`config.mk`:
```
export PLATFORM = sky130hd
export DESIGN_NAME = smr_top
export DESIGN_NICKNAME = d
export VERILOG_FILES = /design/src/smr_pkg.sv /design/src/smr_sync.sv /design/src/smr_shift.sv /design/src/smr_top.sv
export SDC_FILE = /design/constraint.sdc
export NUM_CORES = 1
export LEC_CHECK = 0
export BUFFER_PORTS_ARGS = -buffer_cell sky130_fd_sc_hd__buf_4
export CAP_MARGIN = 20
export CORE_ASPECT_RATIO = 0.75
export CORE_UTILIZATION = 51
export DETAILED_ROUTE_END_ITERATION = 6
export PLACE_DENSITY = 0.76
export REMOVE_ABC_BUFFERS = 1
export SLEW_MARGIN = 0
export SYNTH_ARGS = -nofsm -noshare
export SYNTH_HDL_FRONTEND = slang
export SYNTH_SLANG_ARGS = --single-unit
```
`constraint.sdc`:
```
create_clock -name clk_i -period 1.6 [get_ports clk_i]
set_clock_uncertainty 0.2 [all_clocks]
set_input_delay 0.32 -clock clk_i [delete_from_list [all_inputs] [get_ports clk_i]]
set_output_delay 0.32 -clock clk_i [all_outputs]
set_load 0.05 [all_outputs]
```
`src/smr_pkg.sv`:
```
// Package with register map, field layout, reset values and timing counts for the mode port.
package smr_pkg;

  // Command word layout.
  localparam int unsigned SMR_WORD_BITS = 16;
  localparam int unsigned SMR_IDX_MSB = 14;
  localparam int unsigned SMR_IDX_LSB = 8;
  localparam int unsigned SMR_DATA_MSB = 7;

  // Register indices.
  localparam logic [6:0] SMR_IDX_LEFT_ATT = 7'h10;
  localparam logic [6:0] SMR_IDX_RIGHT_ATT = 7'h11;
  localparam logic [6:0] SMR_IDX_MUTE_OVS = 7'h12;
  localparam logic [6:0] SMR_IDX_DAC_DEEMPH = 7'h13;
  localparam logic [6:0] SMR_IDX_FMT_FLT = 7'h14;
  localparam logic [6:0] SMR_IDX_RSVD_TEST = 7'h15;
  localparam logic [6:0] SMR_IDX_ZERO_PHASE = 7'h16;

  // Field positions.
  localparam int unsigned SMR_OVS_BIT = 6;
  localparam int unsigned SMR_MUTE_R_BIT = 1;
  localparam int unsigned SMR_MUTE_L_BIT = 0;
  localparam int unsigned SMR_DIS_R_BIT = 1;
  localparam int unsigned SMR_DIS_L_BIT = 0;
  localparam int unsigned SMR_DEEMPH_EN_BIT = 4;
  localparam int unsigned SMR_DEEMPH_RATE_LSB = 5;
  localparam int unsigned SMR_ROLLOFF_BIT = 5;
  localparam int unsigned SMR_FMT_LSB = 0;
  localparam int unsigned SMR_ZCOMB_BIT = 2;
  localparam int unsigned SMR_ZPOL_BIT = 1;
  localparam int unsigned SMR_PHASE_BIT = 0;

  // Reset values.
  localparam logic [7:0] SMR_RST_ATT = 8'hff;
  localparam logic [7:0] SMR_RST_MUTE_OVS = 8'h00;
  localparam logic [7:0] SMR_RST_DAC_DEEMPH = 8'h00;
  localparam logic [7:0] SMR_RST_FMT_FLT = 8'h05;
  localparam logic [7:0] SMR_RST_RSVD = 8'h00;
  localparam logic [7:0] SMR_RST_ZERO_PHASE = 8'h00;

  // Attenuation codes at or below this value mean mute.
  localparam logic [7:0] SMR_ATT_MUTE_MAX = 8'h80;

  // Format codes.
  typedef enum logic [2:0] {
    SMR_FMT_RJ24 = 3'h0,
    SMR_FMT_RJ20 = 3'h1,
    SMR_FMT_RJ18 = 3'h2,
    SMR_FMT_RJ16 = 3'h3,
    SMR_FMT_I2S = 3'h4,
    SMR_FMT_LJ = 3'h5,
    SMR_FMT_RSV6 = 3'h6,
    SMR_FMT_RSV7 = 3'h7
  } smr_fmt_type;

  // Power-on initialisation interval, in system clocks.
  localparam int unsigned SMR_POR_CLOCKS = 1024;
  localparam logic [10:0] SMR_POR_LAST = 11'(SMR_POR_CLOCKS - 1);

endpackage

```
`src/smr_sync.sv`:
```
// Two-stage synchroniser for a single level from another clock domain.
`timescale 1ns/10ps
module smr_sync
  import smr_pkg::*;
(
  input wire logic clk_i,
  input wire logic sys_rst_i,
  input wire logic async_i,
  output logic sync_o
);

  logic meta_r;
  logic sync_r;

  // The first stage feeds only the second stage, to contain metastability.
  always_ff @(posedge clk_i) begin
    if (sys_rst_i) begin
      meta_r <= 1'b0;
      sync_r <= 1'b0;
    end else begin
      meta_r <= async_i;
      sync_r <= meta_r;
    end
  end

  assign sync_o = sync_r;

endmodule

```
`src/smr_shift.sv`:
```
// Serial command receiver: shifts command bits and reports complete words.
`timescale 1ns/10ps
module smr_shift
  import smr_pkg::*;
(
  input wire logic clk_i,
  input wire logic sys_rst_i,
  input wire logic shift_rise_i,
  input wire logic data_i,
  input wire logic latch_low_i,
  input wire logic latch_rise_i,
  output logic [15:0] word_o,
  output logic word_valid_o
);

  logic [15:0] shift_r;
  logic [4:0] count_r;
  logic [15:0] word_r;
  logic valid_r;

  // Bits enter at the bottom so the first bit sent ends as bit 15.
  always_ff @(posedge clk_i) begin
    if (sys_rst_i) begin
      shift_r <= 16'h0000;
      count_r <= 5'h00;
    end else if (latch_rise_i || !latch_low_i) begin
      count_r <= 5'h00;
    end else if (shift_rise_i) begin
      shift_r <= {shift_r[14:0], data_i};
      // Saturate so a seventeenth clock still marks the frame as overlong.
      if (count_r != 5'h11) begin
        count_r <= count_r + 5'h01;
      end
    end
  end

  // A word is only offered when exactly sixteen clocks came before the latch edge.
  always_ff @(posedge clk_i) begin
    if (sys_rst_i) begin
      word_r <= 16'h0000;
      valid_r <= 1'b0;
    end else begin
      valid_r <= latch_rise_i && (count_r == 5'(SMR_WORD_BITS));
      if (latch_rise_i) begin
        word_r <= shift_r;
      end
    end
  end

  assign word_o = word_r;
  assign word_valid_o = valid_r;

endmodule

```
`src/smr_top.sv`:
```
// Mode register bank behind a three-wire serial control port.
//
// Overview of operation
// RULE_01: format_select picks right, I2S or left-justified.
// RULE_02: Format resets to 24-bit left-justified.
// RULE_03: Audio samples are MSB first, two's complement.
// RULE_04: Control port runs unrelated to audio timing.
// RULE_05: Shift clock shifts data; latch transfers word.
// RULE_06: Each write is exactly one 16-bit word.
// RULE_07: Host sends zero as the first bit.
// RULE_08: Bits 14 to 8 select the register.
// RULE_09: Low byte is the register data.
// RULE_10: Latch idles high, falls to start write.
// RULE_11: Host gives sixteen shift clocks while latch low.
// RULE_12: Latch rising edge commits the data byte.
// RULE_13: Registers decode at indices 10h through 16h.
// RULE_14: Two attenuation registers, default no attenuation.
// RULE_15: Oversampling bit six, mute bits one, zero.
// RULE_16: Disable bits one, zero; de-emphasis bit four.
// RULE_17: De-emphasis rate bits six, five; default 44.1k.
// RULE_18: Rolloff at bit five, format bits two-zero.
// RULE_19: Zero-flag combine, polarity, phase bits two-zero.
// RULE_20: Host writes zero to all reserved bits.
// RULE_21: Defaults load after 1024-clock power-on interval.
// RULE_22: Format codes: four RJ, I2S, LJ, two reserved.
// RULE_23: Attenuation codes 128 and below mean mute.
// RULE_24: Out-of-range index words change nothing.
// RULE_25: Latch after wrong clock count commits nothing.
`timescale 1ns/10ps
module smr_top
  import smr_pkg::*;
(
  input wire logic clk_i,
  input wire logic sys_rst_i,
  input wire logic control_serial_in_i,
  input wire logic control_shift_clock_i,
  input wire logic control_latch_i,
  output logic init_done_o,
  output logic [7:0] left_attenuation_level_o,
  output logic [7:0] right_attenuation_level_o,
  output logic left_att_mute_o,
  output logic right_att_mute_o,
  output logic rate_multiplier_select_o,
  output logic soft_silence_left_o,
  output logic soft_silence_right_o,
  output logic channel_disable_left_o,
  output logic channel_disable_right_o,
  output logic deemph_enable_o,
  output logic [1:0] deemph_rate_select_o,
  output logic rolloff_select_o,
  output logic [2:0] format_select_o,
  output logic format_reserved_o,
  output logic [4:0] format_width_o,
  output logic format_i2s_o,
  output logic format_left_justified_o,
  output logic zero_flag_combine_o,
  output logic zero_flag_polarity_o,
  output logic output_phase_invert_o,
  output logic [7:0] reserved_test_o,
  output logic command_ignored_o
);

  // ************************************************************
  // Power-on initialisation
  // ************************************************************

  typedef enum logic [1:0] {
    SMR_ST_INIT,
    SMR_ST_LOAD,
    SMR_ST_RUN
  } smr_state_type;

  smr_state_type state_r;
  smr_state_type state_nxt;
  logic [10:0] por_cnt_r;

  // Count the power-on interval before defaults are loaded.
  always_ff @(posedge clk_i) begin
    if (sys_rst_i) begin
      por_cnt_r <= 11'h000;
    end else if (state_r == SMR_ST_INIT) begin
      por_cnt_r <= por_cnt_r + 11'h001; // [RULE_21]
    end
  end

  // Defaults load one cycle after the interval, well inside one sample period.
  always_comb begin
    state_nxt = state_r;
    case (state_r)
      SMR_ST_INIT: begin
        if (por_cnt_r == SMR_POR_LAST) begin
          state_nxt = SMR_ST_LOAD; // [RULE_21]
        end
      end
      SMR_ST_LOAD: begin
        state_nxt = SMR_ST_RUN;
      end
      SMR_ST_RUN: begin
        state_nxt = SMR_ST_RUN;
      end
      default: begin
        state_nxt = SMR_ST_INIT;
      end
    endcase
  end

  always_ff @(posedge clk_i) begin
    if (sys_rst_i) begin
      state_r <= SMR_ST_INIT;
    end else begin
      state_r <= state_nxt;
    end
  end

  assign init_done_o = (state_r == SMR_ST_RUN);

  // ************************************************************
  // Control pin sampling
  // ************************************************************

  logic sdata_s;
  logic sclk_s;
  logic latch_s;
  logic sclk_d_r;
  logic latch_d_r;
  logic shift_rise;
  logic latch_rise;

  // Port pins are unrelated to the system clock, so each is synchronised first. [RULE_04]
  smr_sync u_sync_data (
    .clk_i(clk_i),
    .sys_rst_i(sys_rst_i),
    .async_i(control_serial_in_i),
    .sync_o(sdata_s)
  );

  smr_sync u_sync_clk (
    .clk_i(clk_i),
    .sys_rst_i(sys_rst_i),
    .async_i(control_shift_clock_i),
    .sync_o(sclk_s)
  );

  // The latch line idles high, so its synchroniser output is inverted to reset high.
  logic latch_n_s;
  smr_sync u_sync_latch (
    .clk_i(clk_i),
    .sys_rst_i(sys_rst_i),
    .async_i(!control_latch_i),
    .sync_o(latch_n_s)
  );
  assign latch_s = !latch_n_s;

  // Edge detection on the synchronised levels.
  always_ff @(posedge clk_i) begin
    if (sys_rst_i) begin
      sclk_d_r <= 1'b0;
      latch_d_r <= 1'b1;
    end else begin
      sclk_d_r <= sclk_s;
      latch_d_r <= latch_s;
    end
  end

  // Data is sampled on the shift clock's rising edge; the data path delay matches the clock's.
  assign shift_rise = sclk_s && !sclk_d_r; // [RULE_05]
  assign latch_rise = latch_s && !latch_d_r; // [RULE_12]

  // ************************************************************
  // Command word assembly
  // ************************************************************

  logic [15:0] word;
  logic word_valid;

  // Only sixteen-clock frames produce a word. [RULE_06] [RULE_25]
  smr_shift u_shift (
    .clk_i(clk_i),
    .sys_rst_i(sys_rst_i),
    .shift_rise_i(shift_rise),
    .data_i(sdata_s),
    .latch_low_i(!latch_s),
    .latch_rise_i(latch_rise),
    .word_o(word),
    .word_valid_o(word_valid)
  );

  logic [6:0] cmd_index;
  logic [7:0] cmd_data;
  logic index_hit;

  // The leading bit is not checked; the host is trusted to send zero.
  assign cmd_index = word[SMR_IDX_MSB:SMR_IDX_LSB]; // [RULE_08]
  assign cmd_data = word[SMR_DATA_MSB:0]; // [RULE_09]

  // True when the index falls in the mapped window.
  function automatic logic smr_in_map(input logic [6:0] idx);
    smr_in_map = (idx >= SMR_IDX_LEFT_ATT) && (idx <= SMR_IDX_ZERO_PHASE);
  endfunction

  assign index_hit = smr_in_map(cmd_index); // [RULE_13]

  // Writes before defaults are loaded are dropped so the load cannot be overwritten early.
  logic wr_ok;
  assign wr_ok = word_valid && (state_r == SMR_ST_RUN);

  // ************************************************************
  // Mode registers
  // ************************************************************

  logic [7:0] left_att_r;
  logic [7:0] right_att_r;
  logic [7:0] mute_ovs_r;
  logic [7:0] dac_deemph_r;
  logic [7:0] fmt_flt_r;
  logic [7:0] rsvd_r;
  logic [7:0] zero_phase_r;
  logic load_defaults;

  assign load_defaults = (state_r != SMR_ST_RUN);

  // Each register takes its default until initialisation ends, then committed writes.
  always_ff @(posedge clk_i) begin
    if (sys_rst_i || load_defaults) begin
      left_att_r <= SMR_RST_ATT; // [RULE_14] [RULE_21]
      right_att_r <= SMR_RST_ATT; // [RULE_14]
      mute_ovs_r <= SMR_RST_MUTE_OVS; // [RULE_15]
      dac_deemph_r <= SMR_RST_DAC_DEEMPH; // [RULE_16] [RULE_17]
      fmt_flt_r <= SMR_RST_FMT_FLT; // [RULE_02] [RULE_18]
      rsvd_r <= SMR_RST_RSVD;
      zero_phase_r <= SMR_RST_ZERO_PHASE; // [RULE_19]
    end else if (wr_ok && index_hit) begin
      // Commit happens on the latch rising edge only. [RULE_12] [RULE_24]
      case (cmd_index)
        SMR_IDX_LEFT_ATT: begin
          left_att_r <= cmd_data; // [RULE_14]
        end
        SMR_IDX_RIGHT_ATT: begin
          right_att_r <= cmd_data; // [RULE_14]
        end
        SMR_IDX_MUTE_OVS: begin
          mute_ovs_r <= cmd_data; // [RULE_15]
        end
        SMR_IDX_DAC_DEEMPH: begin
          dac_deemph_r <= cmd_data; // [RULE_16] [RULE_17]
        end
        SMR_IDX_FMT_FLT: begin
          fmt_flt_r <= cmd_data; // [RULE_18]
        end
        SMR_IDX_RSVD_TEST: begin
          rsvd_r <= cmd_data;
        end
        SMR_IDX_ZERO_PHASE: begin
          zero_phase_r <= cmd_data; // [RULE_19]
        end
        default: begin
          rsvd_r <= rsvd_r;
        end
      endcase
    end
  end

  // Pulse when a well-formed frame is dropped for a bad index or during initialisation.
  always_ff @(posedge clk_i) begin
    if (sys_rst_i) begin
      command_ignored_o <= 1'b0;
    end else begin
      command_ignored_o <= word_valid && (!index_hit || load_defaults); // [RULE_24]
    end
  end

  // ************************************************************
  // Field decode
  // ************************************************************

  // Attenuation codes up to 128 are treated as full mute by the datapath.
  function automatic logic smr_att_is_mute(input logic [7:0] code);
    smr_att_is_mute = (code <= SMR_ATT_MUTE_MAX);
  endfunction

  smr_fmt_type fmt;
  assign fmt = smr_fmt_type'(fmt_flt_r[SMR_FMT_LSB +: 3]);

  // Sample width for right-justified modes; justified modes carry up to 24 bits MSB first.
  always_comb begin
    format_width_o = 5'd24;
    case (fmt)
      SMR_FMT_RJ24: format_width_o = 5'd24; // [RULE_22]
      SMR_FMT_RJ20: format_width_o = 5'd20;
      SMR_FMT_RJ18: format_width_o = 5'd18;
      SMR_FMT_RJ16: format_width_o = 5'd16;
      default: format_width_o = 5'd24; // [RULE_03]
    endcase
  end

  assign format_i2s_o = (fmt == SMR_FMT_I2S); // [RULE_01]
  assign format_left_justified_o = (fmt == SMR_FMT_LJ); // [RULE_01]
  assign format_reserved_o = fmt_flt_r[2] && fmt_flt_r[1]; // [RULE_22]
  assign format_select_o = fmt_flt_r[SMR_FMT_LSB +: 3];
  assign rolloff_select_o = fmt_flt_r[SMR_ROLLOFF_BIT];

  assign left_attenuation_level_o = left_att_r;
  assign right_attenuation_level_o = right_att_r;
  assign left_att_mute_o = smr_att_is_mute(left_att_r); // [RULE_23]
  assign right_att_mute_o = smr_att_is_mute(right_att_r); // [RULE_23]

  assign rate_multiplier_select_o = mute_ovs_r[SMR_OVS_BIT];
  assign soft_silence_left_o = mute_ovs_r[SMR_MUTE_L_BIT];
  assign soft_silence_right_o = mute_ovs_r[SMR_MUTE_R_BIT];

  assign channel_disable_left_o = dac_deemph_r[SMR_DIS_L_BIT];
  assign channel_disable_right_o = dac_deemph_r[SMR_DIS_R_BIT];
  assign deemph_enable_o = dac_deemph_r[SMR_DEEMPH_EN_BIT];
  assign deemph_rate_select_o = dac_deemph_r[SMR_DEEMPH_RATE_LSB +: 2];

  assign zero_flag_combine_o = zero_phase_r[SMR_ZCOMB_BIT];
  assign zero_flag_polarity_o = zero_phase_r[SMR_ZPOL_BIT];
  assign output_phase_invert_o = zero_phase_r[SMR_PHASE_BIT];

  // Test bits are exposed only so misuse is observable; the host should keep them zero.
  assign reserved_test_o = rsvd_r;

endmodule

```
; After elaboration in Yosys (flattened, before gate mapping)
; Cells that the tools add are included.
; Widths: inputs -> output; s select.
[totals]
reg_bits = 105
in_bits = 5
output_inout_bits = 51
wordCells = 79
[op_classes]
addsub = 2
n_lt_le_gt_ge = 4
eq_ne = 19
muxes = 3
n_bitwise = 1
reduce_logical = 28
[ops]
columns = op, n
row1 = $eq 7x5->1 const B, 7
row2 = $reduce_and 2->1, 9
row3 = $le 8x8->1 const B, 2
row4 = $pmux 4 s3, 1
row5 = $add 11x1->11 const B, 1
row6 = $eq 11x10->1 const B, 1
row7 = $logic_and 1x1->1, 8
row8 = $ge 7x5->1 const B, 1
row9 = $le 7x5->1 const B, 1
row10 = $eq 3x2->1 const B, 2
row11 = $eq 3x3->1 const B, 2
row12 = $add 5x1->5 const B, 1
row13 = $eq 5x5->1 const B, 1
row14 = $logic_not 1->1, 5
row15 = $ne 5x5->1 const B, 1
row16 = $pmux 2 s2, 1
row17 = $reduce_or 2->1, 2
row18 = $eq 3x1->1 const B, 1
row19 = $logic_or 1x1->1, 3
row20 = $eq 2x1->1 const B, 1
row21 = $eq 2x2->1 const B, 1
row22 = $logic_not 2->1, 1
row23 = $mux 2, 1
row24 = $ne 2x1->1 const B, 1
row25 = other kinds (2), 2

; Logic depth before layout (Yosys ltp)
[logic_depth]
word_depth = 5
ltp_mapped = 7
mapped_depth_nobuf = 5

; By module
; Synthesis repeated with hierarchy kept, for this count alone.
[hier_totals]
hier_cells = 433
hier_area_um2 = 4135.2
[modules_own_cells]
columns = mod, n_inst, cells_per_inst, area_per_inst_um2, seq_area_each_um2
row1 = smr_top, 1, 263, 2443.6, 1101.1
row2 = smr_shift, 1, 158, 1534.0, 760.7
row3 = smr_sync, 3, 4, 52.6, 40.0

; Least setup slack after synthesis
; Ideal clock, no wire load.
[synth_timing]
path_kind = reg-to-output
from = register left_att_r[3], in the netlist left_attenuation_level_o[3]
to = output left_att_mute_o
arrival_time_ps = 2640
required_time_ps = 1080
slack_ps = -1560
path_stages_with_launch = 3
path_buffers = 0
cell_sequence = dfxtp_1 or4_1 o41ai_1
[synth_via]
elab_chain_len = 1
[synth_lines]
columns = element, line_no
row1 = start: declaration, smr_top.sv:211  ; logic [7:0] left_att_r;
row2 = start signal: assignment, smr_top.sv:236  ; left_att_r <= cmd_data;
row3 = $le 8x8->1, smr_top.sv:278  ; smr_att_is_mute = (code <= SMR_ATT_MUTE_MAX);
row4 = end: declaration, smr_top.sv:41  ; output logic left_att_mute_o,
; Every way passes these cells.

; Worst setup path in the final report
[layout_timing]
from = register right_att_r[3], in the netlist right_attenuation_level_o[3]
to = output right_att_mute_o
[layout_via]
elab_chain_len = 1
[layout_lines]
columns = element, line_no
row1 = start: declaration, smr_top.sv:212  ; logic [7:0] right_att_r;
row2 = start signal: assignment, smr_top.sv:239  ; right_att_r <= cmd_data;
row3 = $le 8x8->1, smr_top.sv:278
row4 = end: declaration, smr_top.sv:42  ; output logic right_att_mute_o,
; Every way passes these cells.

==> results.sh <==
export IMPL_power_total_uw=5050
export IMPL_gp_congestion=0.758
export IMPL_ys_top_cells_by_count="dfxtp_1 (97), nand2_1 (96), a21oi_1 (43), mux2i_1 (40), nor2_1 (35)"
export IMPL_drive_above_1_share=0.363
export IMPL_n_antenna_cell=0
export IMPL_tritoncts="done"
export IMPL_io_buffers=53
export IMPL_finalSetupTns_ns=-4.05
export IMPL_period_minus_slack_ns=2.25
export IMPL_clock_sinks=97
export IMPL_drt_wl_total_um=10600
export IMPL_hold_start="sys_rst_i"
export IMPL_grt_usage=0.245
export IMPL_grt_pass1_wl_um=15800
export IMPL_ys_async_sr_fraction=0
export IMPL_hold_path_depth=2
export IMPL_reg2reg_from="state_r[0]"
export IMPL_synth_area_leaders="dfxtp_1 (49%), mux2i_1 (10%), nand2_1 (9.1%), a21oi_1 (5.4%), nor2_1 (3.3%)"
export IMPL_ys_types=40
export IMPL_cp_end_kind="output port"
export IMPL_hold_end="por_cnt_r[7]"
export IMPL_htree_levels=3
export IMPL_intPower_uw=3710
export IMPL_crit_path_start_kind="register"
export IMPL_rsz0062_at_grt="true"
export IMPL_r2r_slack_ns=-0.10
export IMPL_yosys_warnings=0
export IMPL_power_share_switching=0.266
export IMPL_final_cells=647
export IMPL_power_frac_seq=0.498
export IMPL_synth_seq_cells=97
export IMPL_worstSetupPathType="register to output port"
export IMPL_die_w_um=104
export IMPL_drt_iter0_markers=184
export IMPL_final_core_util=0.760
export IMPL_outcome="complete, but fails checks"
export IMPL_antenna_left=0
export IMPL_synthFlopType="dfxtp_1"
export IMPL_syn_area_per_cell_um2=8.99
export IMPL_pre_cts_slack_ns=-0.276
export IMPL_dp_hpwl_um=6360
export IMPL_dpl_cell_count=616
export IMPL_arrival_ns=1.73
export IMPL_die_area_um2=8130
export IMPL_yosysTopAreaCellShare=0.490
export IMPL_clockBufferDepth=2
export IMPL_synth_most_common_cell="dfxtp_1"
export IMPL_initial_core_util=0.533
export IMPL_post_route_period_util=1.41
export IMPL_drt_pre_antenna_iters=4
export IMPL_rows=27
export IMPL_max_freq_mhz=444
export IMPL_power_frac_clock=0.321
export IMPL_synthCells=441
export IMPL_r2r_cells=6
export IMPL_ios=56
export IMPL_area_growth_pct=42.5
export IMPL_switching_power_uw=1340
export IMPL_remaining_drc_errors=0
export IMPL_yosysTopAreaCell="dfxtp_1"
export IMPL_hp_class="primary input to register"
export IMPL_setup_viol=49
export IMPL_report_final_slew_viol_count=0
export IMPL_grt_ovfl_total=0
export IMPL_grt_max_degree=19
export IMPL_pwr_share_comb=0.182
export IMPL_violations="setup timing"
export IMPL_vdd_drop_max_v=0.000578
export IMPL_clk_latency_ns=0.37
export IMPL_reg2reg_to="por_cnt_r[5]"
export IMPL_drt_wirelength_per_cell_um=16.4
export IMPL_path_clk_slew_ns=0.09
export IMPL_p_leak_uw=0.00229
export IMPL_hold_viol=0
export IMPL_synth_edf_count=0
export IMPL_power_density_nw_per_um2=894
export IMPL_fin_ws_ns=-0.653
export IMPL_fin_nets=553
export IMPL_syn_area_um2=3960
export IMPL_grt_pass1_vias=3379
export IMPL_fp_dieH_um=78.3
export IMPL_vias_per_cell=5.51
export IMPL_antenna_found_initial=0
export IMPL_max_cap_violations=0
export IMPL_vias=3564
export IMPL_clockRootBuffer="clkbuf_8"
export IMPL_path_max_fanout=2
export IMPL_cts_buffers=9
export IMPL_ys_seq_area_frac=0.490
export IMPL_critPathRequiredTime_ns=1.08
export IMPL_core_area_um2=7430
[worst max-delay path, stage by stage, from the launching register on]
cell	delay, ns
dfxtp_1	0.32
or4_4	0.53
o41ai_2	0.25
buf_4	0.26
[per-stage QoR]
stage	cell area (µm²)	hold slack (ns)
finish	5650	0.0546
global route	5650	0.0421
CTS	5250	0.0431
detailed placement	4760	0.226
global placement	4760	0.217
floorplan	3840	0.187
[power by group through the flow]
stage / logic, µW / clock network (µW) / registers, µW
final: 918 / 1620 / 2510
after global routing: 976 / 1720 / 2520
after detailed placement: 553 / 0 / 2550
after global placement: 539 / 0 / 2540
after CTS: 689 / 1630 / 2500
after floorplan: 311 / 0 / 2540
[how the worst max path moves through the flow]
stage	start	to	slack [ns]	depth (start not counted)
2_1_floorplan	left_attenuation_level_o[3]	left_att_mute_o	-1.56	2
3_3_place_gp	left_attenuation_level_o[3]	left_att_mute_o	-0.27	3
6_report	right_attenuation_level_o[3]	right_att_mute_o	-0.65	3
4_1_cts	left_attenuation_level_o[3]	left_att_mute_o	-0.62	3
5_1_grt	right_attenuation_level_o[3]	right_att_mute_o	-0.66	3
3_5_place_dp	left_attenuation_level_o[3]	left_att_mute_o	-0.28	3
[area by class of cell]
type | instances | area (µm²)
clock inverter | 5 | 55.1
clock buffer | 11 | 141
timing repair buffer | 113 | 1090
multi-input combinational | 314 | 2230
sequential | 97 | 1970
fill | 460 | 1780
tap | 101 | 126
inverter | 6 | 27.5
[cell families (layout without fill, tap and decap cells)]
logic type               count (synthesis)  after routing  synth area share
XOR/XNOR                                 4              4           0.00884
multiplexers                            40             40             0.101
AND/OR/NAND/NOR                        202            202             0.260
other                                    2              2           0.00190
AO/OA/AOI/OAI                           59             59            0.0802
buffers and inverters                   30            135            0.0354
flip-flops                              97             97             0.490
adder cells (fa/ha/maj)                  7              7            0.0221
[sequential cells by signal, summed over array words and instances (netlist names)]
| signal | flops |
|---|---|
| u_shift.shift_r | 15 |
| u_shift.word_o | 15 |
| por_cnt_r | 11 |
| left_attenuation_level_o | 8 |
| reserved_test_o | 8 |
| right_attenuation_level_o | 8 |
| dac_deemph_r | 5 |
| u_shift.count_r | 5 |
| fmt_flt_r | 4 |
| mute_ovs_r | 3 |
| zero_phase_r | 3 |
| state_r | 2 |
| command_ignored_o | 1 |
| latch_d_r | 1 |
| sclk_d_r | 1 |
| u_shift.word_valid_o | 1 |
| u_sync_clk.meta_r | 1 |
| u_sync_clk.sync_o | 1 |
| u_sync_data.meta_r | 1 |
| u_sync_data.sync_o | 1 |
| u_sync_latch.meta_r | 1 |
| u_sync_latch.sync_o | 1 |
[placed cells by master, fill, tap and decap left out, types with 3 or more instances in the layout]
cell type and instances:
dfxtp_1 86, ha_4 5, inv_1 3, nand2b_1 5, mux2i_1 38, and3b_1 4
dlygate4sd3_1 3, nor2b_1 6, nor3b_1 3, nor2_1 27, or3_1 5, buf_12 6
dfxtp_2 6, a21oi_1 42, dfxtp_4 5, nor3b_4 3, clkbuf_8 10, nand2_4 5
nand3_4 6, or4_1 7, o31ai_1 4, nand2_2 6, buf_8 7, nor2_2 5
nand3_1 4, buf_4 79, nand2_1 85, o21ai_0 8, nor2_4 3, buf_6 15
[metal layers]
layer	up-vias	GRT usage	wire length [µm]
li1	1701	-	-
met1	1737	0.296	4570
met2	95	0.426	5360
met3	31	0.0573	401
met4	0	0.100	273
met5	-	0	0
[repair_timing]
action                                  4_1_cts  5_1_grt
endpoints found under the hold margin         3        0
hold buffers                                  3        0
buffers inserted                              4        5
gates cloned                                  1        2
resized for setup                            56       68
pin swaps                                     7       12
endpoints found under the setup margin       58       62
Note: power is estimated with default switching activity, not from simulation.
